<file path="config.mk">
export PLATFORM = sky130hd
export DESIGN_NAME = accel_irq_enable_routing
export DESIGN_NICKNAME = d
export VERILOG_FILES = /design/src/inc/irq_route_pkg.sv /design/src/rtl/accel_irq_enable_routing.sv
export SDC_FILE = /design/constraint.sdc
export NUM_CORES = 1
export LEC_CHECK = 0
export ABC_AREA = 1
export BUFFER_PORTS_ARGS = -buffer_cell sky130_fd_sc_hd__buf_2
export CORE_MARGIN = 3
export CORE_UTILIZATION = 41
export CTS_CLUSTER_DIAMETER = 30
export DETAILED_ROUTE_END_ITERATION = 8
export HOLD_SLACK_MARGIN = 0.1
export PLACE_DENSITY = 0.73
export REMOVE_ABC_BUFFERS = 1
export SYNTH_ARGS = -nofsm -noshare
export SYNTH_HDL_FRONTEND = slang
export SYNTH_SLANG_ARGS = --single-unit
</file>
<file path="constraint.sdc">
create_clock -name pclk -period 1.3 [get_ports pclk]
set_input_delay 0.26 -clock pclk [delete_from_list [all_inputs] [get_ports pclk]]
set_output_delay 0.26 -clock pclk [all_outputs]
set_load 0.05 [all_outputs]
</file>
<file path="src/inc/irq_route_pkg.sv">
// constants and types shared by the interrupt enable and routing block
package irq_route_pkg;
  // printed offsets are not all multiples of four: they are register indices
  localparam logic [7:0] IDX_SOURCE_STATUS = 8'h0C;
  localparam logic [7:0] IDX_SOURCE_ENABLE = 8'h2D;
  localparam logic [7:0] IDX_PIN_ROUTING   = 8'h2E;
  localparam logic [7:0] IDX_PIN_CONFIG    = 8'h40;
  localparam logic [7:0] IDX_EVT_STATUS    = 8'h41;
  localparam logic [7:0] IDX_EVT_CLEAR     = 8'h42;
  localparam logic [7:0] IDX_EVT_ENABLE    = 8'h43;

  // source bit positions, shared by enable, routing and status
  localparam int BIT_SLEEP_WAKE = 7;
  localparam int BIT_TRANSIENT  = 5;
  localparam int BIT_ORIENT     = 4;
  localparam int BIT_PULSE      = 3;
  localparam int BIT_FALL_MOT   = 2;
  localparam int BIT_SAMPLE_RDY = 0;
  localparam logic [7:0] SOURCE_MASK = 8'hBD;

  // pin configuration fields
  localparam int BIT_POLARITY = 1;
  localparam int BIT_PAD_TYPE = 0;

  localparam logic [7:0] ENABLE_RESET  = 8'h00;
  localparam logic [7:0] ROUTING_RESET = 8'h00;
  localparam logic [1:0] CONFIG_RESET  = 2'h0;

  // block event bits: pin a rose, pin b rose
  localparam int EVT_PIN_A = 0;
  localparam int EVT_PIN_B = 1;

  typedef enum logic [1:0] {
    APB_IDLE   = 2'b00,
    APB_ACCESS = 2'b01
  } apb_state_t;

  typedef struct packed {
    apb_state_t  apb_state;
    logic [7:0]  enable;
    logic [7:0]  routing;
    logic [1:0]  pin_cfg;
    logic [1:0]  evt_status;
    logic [1:0]  evt_enable;
    logic        active_a;
    logic        active_b;
    logic        pin_a_out;
    logic        pin_a_oe;
    logic        pin_b_out;
    logic        pin_b_oe;
    logic        irq;
    logic [31:0] prdata;
    logic        pready;
    logic        pslverr;
  } state_t;
endpackage : irq_route_pkg

</file>
<file path="src/rtl/accel_irq_enable_routing.sv">
// interrupt enable, routing and pin driving stage with apb register access
// Notes on behaviour
// - a source reaches the pins only while its enable bit is set
// - all enable bits are zero after reset
// - enable bit 7 gates the sleep/wake source
// - enable bit 5 gates the transient source
// - enable bit 4 gates the orientation source
// - enable bit 3 gates the pulse source
// - enable bit 2 gates the fall/motion source
// - enable bit 0 gates sample ready; bits 6 and 1 read zero
// - routing bit per source picks the pin, same positions as enable
// - routing 0 sends the source to pin b, 1 to pin a
// - all routing bits are zero after reset, so pin b by default
// - several sources may hold one pin; it stays active while any does
// - only enabled sources reach pins; enable and routing are read/write
// - polarity 0 means active low pin, 1 means active high
// - pad type 0 is push-pull, 1 is open-drain
`timescale 1ns/10ps
module accel_irq_enable_routing
  import irq_route_pkg::*;
(
  input  wire logic        pclk,          // apb clock, 200 MHz
  input  wire logic        presetn,       // async reset, active low
  input  wire logic        psel,          // apb select
  input  wire logic        penable,       // apb access phase
  input  wire logic        pwrite,        // apb write
  input  wire logic [11:0] paddr,         // apb byte address
  input  wire logic [31:0] pwdata,        // apb write data
  input  wire logic [3:0]  pstrb,         // apb byte strobes
  output logic      [31:0] prdata,        // apb read data
  output logic             pready,        // apb ready
  output logic             pslverr,       // apb error, unmapped address
  input  wire logic [7:0]  source_events, // event levels from detectors
  output logic             irq_pin_a_out, // pin a output level
  output logic             irq_pin_a_oe,  // pin a output enable
  output logic             irq_pin_b_out, // pin b output level
  output logic             irq_pin_b_oe,  // pin b output enable
  output logic             irq            // block interrupt, active high
);

  // source and pin counts of this block
  localparam int NUM_SRC  = 8;
  localparam int NUM_PINS = 2;
  localparam int PIN_A    = 0;
  localparam int PIN_B    = 1;

  state_t                     st_reg;
  state_t                     st_next;

  // apb decode
  logic [7:0]                 idx;
  logic                       aligned;
  logic                       in_range;
  logic                       lo_byte;
  logic                       sel_status;
  logic                       sel_enable;
  logic                       sel_routing;
  logic                       sel_config;
  logic                       sel_evt_status;
  logic                       sel_evt_clear;
  logic                       sel_evt_enable;
  logic                       mapped;
  logic                       access;
  logic                       wr_hit;
  logic                       rd_hit;
  logic [31:0]                rd_data;

  // per-source controls
  logic                       sleep_wake_irq_enable;
  logic                       transient_irq_enable;
  logic                       orientation_irq_enable;
  logic                       pulse_irq_enable;
  logic                       fall_motion_irq_enable;
  logic                       sample_ready_irq_enable;
  logic                       sleep_wake_irq_route;
  logic                       transient_irq_route;
  logic                       orientation_irq_route;
  logic                       pulse_irq_route;
  logic                       fall_motion_irq_route;
  logic                       sample_ready_irq_route;
  logic [NUM_SRC-1:0]         enable_vec;
  logic [NUM_SRC-1:0]         route_vec;
  logic [NUM_SRC-1:0]         gated;

  // pin drive
  logic [NUM_SRC-1:0]         to_pin [NUM_PINS];
  logic [NUM_PINS-1:0]        pin_act;
  logic [NUM_PINS-1:0]        pin_lvl;
  logic [NUM_PINS-1:0]        pin_drv;
  logic [NUM_PINS-1:0]        pin_en;
  logic [NUM_PINS-1:0]        pin_was;
  logic                       polarity;
  logic                       open_drain;
  logic [1:0]                 evt_set;
  logic [1:0]                 evt_clr;

  // word index from the byte address; the two low bits must be zero
  assign idx      = paddr[9:2];
  assign aligned  = (paddr[1:0] == 2'h0);
  assign in_range = (paddr[11:10] == 2'h0);
  assign lo_byte  = pstrb[0];

  assign sel_status     = (idx == IDX_SOURCE_STATUS);
  assign sel_enable     = (idx == IDX_SOURCE_ENABLE);
  assign sel_routing    = (idx == IDX_PIN_ROUTING);
  assign sel_config     = (idx == IDX_PIN_CONFIG);
  assign sel_evt_status = (idx == IDX_EVT_STATUS);
  assign sel_evt_clear  = (idx == IDX_EVT_CLEAR);
  assign sel_evt_enable = (idx == IDX_EVT_ENABLE);

  // unaligned, out-of-range or unknown words are refused with pslverr
  assign mapped = aligned && in_range &&
                  (sel_status || sel_enable || sel_routing || sel_config ||
                   sel_evt_status || sel_evt_clear || sel_evt_enable);

  // the access phase is only taken once the setup cycle has been seen
  assign access = psel && penable && (st_reg.apb_state == APB_ACCESS);
  assign wr_hit = access && pwrite && mapped && lo_byte;
  assign rd_hit = access && !pwrite && mapped;

  // named views of the enable field
  assign sleep_wake_irq_enable   = st_reg.enable[BIT_SLEEP_WAKE];
  assign transient_irq_enable    = st_reg.enable[BIT_TRANSIENT];
  assign orientation_irq_enable  = st_reg.enable[BIT_ORIENT];
  assign pulse_irq_enable        = st_reg.enable[BIT_PULSE];
  assign fall_motion_irq_enable  = st_reg.enable[BIT_FALL_MOT];
  assign sample_ready_irq_enable = st_reg.enable[BIT_SAMPLE_RDY];

  // named views of the routing field, same positions as the enables
  assign sleep_wake_irq_route   = st_reg.routing[BIT_SLEEP_WAKE];
  assign transient_irq_route    = st_reg.routing[BIT_TRANSIENT];
  assign orientation_irq_route  = st_reg.routing[BIT_ORIENT];
  assign pulse_irq_route        = st_reg.routing[BIT_PULSE];
  assign fall_motion_irq_route  = st_reg.routing[BIT_FALL_MOT];
  assign sample_ready_irq_route = st_reg.routing[BIT_SAMPLE_RDY];

  // unused positions 6 and 1 stay zero in both vectors
  always_comb
  begin
    enable_vec                 = '0;
    enable_vec[BIT_SLEEP_WAKE] = sleep_wake_irq_enable;
    enable_vec[BIT_TRANSIENT]  = transient_irq_enable;
    enable_vec[BIT_ORIENT]     = orientation_irq_enable;
    enable_vec[BIT_PULSE]      = pulse_irq_enable;
    enable_vec[BIT_FALL_MOT]   = fall_motion_irq_enable;
    enable_vec[BIT_SAMPLE_RDY] = sample_ready_irq_enable;

    route_vec                  = '0;
    route_vec[BIT_SLEEP_WAKE]  = sleep_wake_irq_route;
    route_vec[BIT_TRANSIENT]   = transient_irq_route;
    route_vec[BIT_ORIENT]      = orientation_irq_route;
    route_vec[BIT_PULSE]       = pulse_irq_route;
    route_vec[BIT_FALL_MOT]    = fall_motion_irq_route;
    route_vec[BIT_SAMPLE_RDY]  = sample_ready_irq_route;
  end

  // one gate per source; a cleared enable keeps the event off both pins
  // detector levels on the unused positions never get through
  genvar s;
  generate
    for (s = 0; s < NUM_SRC; s++)
    begin : g_src
      assign gated[s] = source_events[s] & enable_vec[s];
    end
  endgenerate

  // routing 1 selects pin a, routing 0 pin b
  assign to_pin[PIN_A] = gated & route_vec;
  assign to_pin[PIN_B] = gated & ~route_vec;

  assign polarity   = st_reg.pin_cfg[BIT_POLARITY];
  assign open_drain = st_reg.pin_cfg[BIT_PAD_TYPE];

  // open-drain: the pad is pulled low when its level must be low and
  // released otherwise, so several pins can share one wired line; the
  // high level then comes from the line's pull-up
  genvar p;
  generate
    for (p = 0; p < NUM_PINS; p++)
    begin : g_pin
      assign pin_act[p] = |to_pin[p];
      assign pin_lvl[p] = pin_act[p] ? polarity : ~polarity;
      assign pin_drv[p] = open_drain ? 1'b0 : pin_lvl[p];
      assign pin_en[p]  = open_drain ? ~pin_lvl[p] : 1'b1;
    end
  endgenerate

  // a pin event is the rising edge of its active state
  assign pin_was = {st_reg.active_b, st_reg.active_a};
  assign evt_set = pin_act & ~pin_was;
  assign evt_clr = (wr_hit && sel_evt_clear) ? pwdata[1:0] : 2'h0;

  // read data for the addressed word; write-only and unknown words read zero
  always_comb
  begin
    rd_data = 32'h0000_0000;
    case (idx)
      IDX_SOURCE_STATUS:
      begin
        rd_data = {24'h00_0000, gated};
      end
      IDX_SOURCE_ENABLE:
      begin
        rd_data = {24'h00_0000, st_reg.enable};
      end
      IDX_PIN_ROUTING:
      begin
        rd_data = {24'h00_0000, st_reg.routing};
      end
      IDX_PIN_CONFIG:
      begin
        rd_data = {30'h0, st_reg.pin_cfg};
      end
      IDX_EVT_STATUS:
      begin
        rd_data = {30'h0, st_reg.evt_status};
      end
      IDX_EVT_ENABLE:
      begin
        rd_data = {30'h0, st_reg.evt_enable};
      end
      default:
      begin
        rd_data = 32'h0000_0000;
      end
    endcase
  end

  // next state of every register of the block
  always_comb
  begin
    st_next           = st_reg;
    st_next.pready    = 1'b0;
    st_next.pslverr   = 1'b0;

    // pin drive registered so every pin output comes from a flip-flop
    st_next.active_a  = pin_act[PIN_A];
    st_next.active_b  = pin_act[PIN_B];
    st_next.pin_a_out = pin_drv[PIN_A];
    st_next.pin_a_oe  = pin_en[PIN_A];
    st_next.pin_b_out = pin_drv[PIN_B];
    st_next.pin_b_oe  = pin_en[PIN_B];

    // sticky pin events; a set in the same cycle as its clear wins
    st_next.evt_status = (st_reg.evt_status & ~evt_clr) | evt_set;

    // apb: setup moves to access, access answers and returns to idle
    case (st_reg.apb_state)
      APB_IDLE:
      begin
        if (psel && !penable)
        begin
          st_next.apb_state = APB_ACCESS;
        end
      end
      APB_ACCESS:
      begin
        // fixed single wait state: ready follows the first access edge
        st_next.apb_state = APB_IDLE;
        st_next.pready    = 1'b1;
        st_next.pslverr   = ~mapped;
        st_next.prdata    = 32'h0000_0000;
        if (rd_hit)
        begin
          st_next.prdata = rd_data;
        end
        // status and clear words take no write data here; clear acts above
        if (wr_hit && sel_enable)
        begin
          st_next.enable = pwdata[7:0] & SOURCE_MASK;
        end
        if (wr_hit && sel_routing)
        begin
          st_next.routing = pwdata[7:0] & SOURCE_MASK;
        end
        if (wr_hit && sel_config)
        begin
          st_next.pin_cfg = pwdata[1:0];
        end
        if (wr_hit && sel_evt_enable)
        begin
          st_next.evt_enable = pwdata[1:0];
        end
      end
      default:
      begin
        st_next.apb_state = APB_IDLE;
      end
    endcase

    // block interrupt follows the registered event state, not pin levels
    st_next.irq = |(st_next.evt_status & st_next.evt_enable);
  end

  // reset leaves the pins driven at the inactive high level
  always_ff @(posedge pclk or negedge presetn)
  begin
    if (!presetn)
    begin
      st_reg            <= '0;
      st_reg.apb_state  <= APB_IDLE;
      st_reg.enable     <= ENABLE_RESET;
      st_reg.routing    <= ROUTING_RESET;
      st_reg.pin_cfg    <= CONFIG_RESET;
      st_reg.evt_status <= 2'h0;
      st_reg.evt_enable <= 2'h0;
      st_reg.active_a   <= 1'b0;
      st_reg.active_b   <= 1'b0;
      st_reg.irq        <= 1'b0;
      st_reg.prdata     <= 32'h0000_0000;
      st_reg.pready     <= 1'b0;
      st_reg.pslverr    <= 1'b0;
      st_reg.pin_a_out  <= 1'b1;
      st_reg.pin_b_out  <= 1'b1;
      st_reg.pin_a_oe   <= 1'b1;
      st_reg.pin_b_oe   <= 1'b1;
    end
    else
    begin
      st_reg <= st_next;
    end
  end

  assign prdata        = st_reg.prdata;
  assign pready        = st_reg.pready;
  assign pslverr       = st_reg.pslverr;
  assign irq_pin_a_out = st_reg.pin_a_out;
  assign irq_pin_a_oe  = st_reg.pin_a_oe;
  assign irq_pin_b_out = st_reg.pin_b_out;
  assign irq_pin_b_oe  = st_reg.pin_b_oe;
  assign irq           = st_reg.irq;

endmodule : accel_irq_enable_routing

</file>
==> impl_results.md <==
- Result of the run: complete, but fails checks
- Violated checks: setup timing
- Worst path arrival time: 1.66 ns
- Max Cap Viol: 0
- I/O pin cnt: 100
- Root buf cell: sky130_fd_sc_hd__clkbuf_8
- Overall power of the completed layout: 0.002278 W
- Average wire length per cell after detail routing: 13.10 um
- CTS tree: done
- Most common library cell in the layout ignoring fill and taps: sky130_fd_sc_hd__nand2_1
- Max reg flops: 7
- Cts bufs inserted: 5
- End-of-flow core utilization: 0.5877
- H-tree levels: 2
- Total die area: 5787 um^2
- Endpoints failing setup: 5
- FMAX: 694.2 MHz
- Yosys warning total: 0
- Die X: 76.07 um
- Dominant cells by area after synthesis: sky130_fd_sc_hd__dfrtp_1 (39%), sky130_fd_sc_hd__buf_4 (12%), sky130_fd_sc_hd__nand2_1 (9.7%)
- CTS max path bufs: 2
- Max FO, Critical Path: 3
- Starting DRT DRC Count: 90
- Relative area change from synthesis to final layout: 32.38%
- Total clock sinks: 35
- Mapped Area: 2013 um^2
- Element type at the critical path end: flop
- Tmin final: around 1.4 ns
- Final worst path period share: 1.108
- Antenna violations before repair: 0
- Path type of the worst setup path: reg2reg
- Leakage power total: 1.291 nW
- Average via count per standard cell: 4.689
- Slowest-stage cell, CP: sky130_fd_sc_hd__dfrtp_1
- Gate count of the mapped netlist: 231
- Gpl congestion: between 0.8 and 0.9
- I/O Buffers: 44
- Number of flip-flops and latches in the synthesized netlist: 35
- Source of the worst hold timing path: penable
- Number of global-route vias before repair: about 1500
- HP Class: in2reg
- Source of the critical timing path: fall_motion_irq_route$_DFFE_PN0P_
- Delay of the slowest cell on the worst path: 0.40 ns
- Fraction of the yosys area taken by sequential cells: 0.4375
- Placed standard-cell area: 2285 um^2
- Average cell area after synthesis: 8.715 um^2
- Clock latency reported for the late side of the worst-skew pair: 0.29 ns
- HPWL after DPL: ~3.1 mm
- Maximum resistive drop on vdd: 0.5277 mV
- Most frequent cells in the layout: sky130_fd_sc_hd__nand2_1 (42), sky130_fd_sc_hd__buf_4 (41), sky130_fd_sc_hd__buf_2 (40), sky130_fd_sc_hd__dfrtp_1 (31), sky130_fd_sc_hd__conb_1 (25)
- Net count reported at finish: 374
- Overall overflow remaining after global route: 0
- GRT Overall Usage: 0.1469
- Ant diodes: 0
- Row cnt: 24
- Final design area excluding fillers: about 2700 um^2
- RSZ-0062 raised after global routing: true
- Final WL: approximately 5 mm
- Power density relative to cell area: 854.6 nW/um^2
- Critical Path, Cell by Cell: nand3_2, o21ai_2, a31oi_1, nand4_1, xor2_1, and2_1
- Synth unique cells: 34
- Critical Path Source Type: flop
- Clock-pin slew reported for the worst setup and hold paths after clock tree synthesis: ~0.070 ns
- First-pass GRT wire length: 6.872 mm
- Final hold violations: 0
- Number of DRC violations after detailed routing: 0
- Die boundary height: around 76 um
- Total via count in the routed design: roughly 1800
- Reg-to-Reg Start: fall_motion_irq_route$_DFFE_PN0P_
- Floorplan Core Area: 4534 um^2
- Worst-case setup margin in the final layout: -0.1406 ns
- Share of post-route cells with drive strength above 1: 0.4713
- Detailed Routing Iterations Pass 1: 4
- Top cell type by total area after synthesis: sky130_fd_sc_hd__dfrtp_1
- Final count of pins violating max slew: 0
- Data required time of the worst path: between 1.5 and 2 ns
- Worst hold-check slack: 0.1408 ns
- Portion of synthesized cell area occupied by the leading cell type: 0.3853
- Largest net degree at the start of global routing: 36
- Worst-case clock skew: about 0.0034 ns
- Initial core utilization: 0.4440
- DRT antenna net count: 0
## synthesized netlist by cell type
| master | instances |
|---|---|
| sky130_fd_sc_hd__inv_1 | 19 |
| sky130_fd_sc_hd__nor3_2 | 1 |
| sky130_fd_sc_hd__xor2_1 | 2 |
| sky130_fd_sc_hd__nor3_1 | 1 |
| sky130_fd_sc_hd__conb_1 | 1 |
| sky130_fd_sc_hd__buf_4 | 32 |
| sky130_fd_sc_hd__nand3_2 | 3 |
| sky130_fd_sc_hd__and2_1 | 2 |
| sky130_fd_sc_hd__nor3b_1 | 1 |
| sky130_fd_sc_hd__nand2_2 | 5 |
| sky130_fd_sc_hd__nand3_4 | 2 |
| sky130_fd_sc_hd__nor4_1 | 1 |
| sky130_fd_sc_hd__inv_2 | 2 |
| sky130_fd_sc_hd__o21ai_0 | 15 |
| sky130_fd_sc_hd__nand4_1 | 4 |
| sky130_fd_sc_hd__o21ai_2 | 12 |
| sky130_fd_sc_hd__dfrtp_1 | 31 |
| sky130_fd_sc_hd__a21oi_1 | 3 |
| sky130_fd_sc_hd__buf_6 | 2 |
| sky130_fd_sc_hd__o22ai_1 | 2 |
| sky130_fd_sc_hd__a211oi_1 | 1 |
| sky130_fd_sc_hd__and2_4 | 1 |
| sky130_fd_sc_hd__a31oi_1 | 1 |
| sky130_fd_sc_hd__nor2_2 | 2 |
| sky130_fd_sc_hd__nand4_2 | 1 |
| sky130_fd_sc_hd__nor2_1 | 14 |
| sky130_fd_sc_hd__dfstp_2 | 4 |
| sky130_fd_sc_hd__o21bai_1 | 1 |
| sky130_fd_sc_hd__buf_8 | 1 |
| sky130_fd_sc_hd__o221ai_1 | 1 |
| sky130_fd_sc_hd__nand3_1 | 7 |
| sky130_fd_sc_hd__nor2_4 | 1 |
| sky130_fd_sc_hd__a221oi_1 | 3 |
| sky130_fd_sc_hd__nand2_1 | 52 |
## cells by family after synthesis
| group | synth area share |
|---|---|
| other | 0.001863 |
| xor gates and xnor gates | 0.008703 |
| DFF | 0.4375 |
| and+or+nand+nor | 0.2436 |
| buffers and inverters | 0.1771 |
| AOI/OAI and AO/OA | 0.1311 |
## final timing paths
path / to / slack, ns / cells past startpoint
max: irq_pin_a_out$_DFF_PN1_ / -0.14 / 6
min: st_reg[63]$_DFFE_PN0P_ / 0.14 / 2
max reg2reg: irq_pin_a_out$_DFF_PN1_ / -0.14 / 6
min reg2reg: prdata[5]$_DFFE_PN0P_ / 0.49 / 2
max in group asynchronous: irq_pin_b_oe$_DFF_PN1_ / 0.43 / 3
min in group asynchronous: prdata[4]$_DFFE_PN0P_ / 0.54 / 3
## critical path, delay by kind of cell, from the launching register on
kind | cells | cell delay [ns]
flip-flops | 1 | 0.40
AND/OR/NAND/NOR | 3 | 0.51
XOR/XNOR | 1 | 0.23
AO/OA/AOI/OAI | 2 | 0.22
## what timing repair did
item | 4_1_cts | 5_1_grt
setup endpoints to repair | 10 | 29
pin swaps | 9 | 16
cloned | 0 | 2
hold buffers | 1 | 0
hold endpoints to repair | 31 | 0
gates resized for setup | 12 | 27
buffers inserted | 5 | 14
## power breakdown
part,total (W),switching [W],internal (W)
clock network,0.000852,0.000369,0.000483
logic,0.000330,0.000261,0.0000686
registers,0.00110,0.00000137,0.00109
## layer usage
metal	wire, um	global-route usage
met1	2069	0.1749
met2	2400	0.2411
met3	374	0.05319
met4	121	0.05978
met5	0	0
## per-stage QoR
stage                     cells  worst slack [ns]  setup TNS [ns]
after CTS                   363           -0.1016         -0.1966
final                       379           -0.1406         -0.4523
after detailed placement    350           -0.2905          -5.713
after global placement      350           -0.2583          -4.512
after global routing        379           -0.2034          -1.147
after floorplan             220         -0.004373        -0.01312
## area by class of cell
type	count	area [um^2]
timing repair buffer	84	540.5
sequential	35	880.8
fill	382	1869
tap	65	81.33
inverter	21	86.33
multi-input combinational	166	975.9
clock buffer	8	100.1
Power figures use the tool's default switching activity.
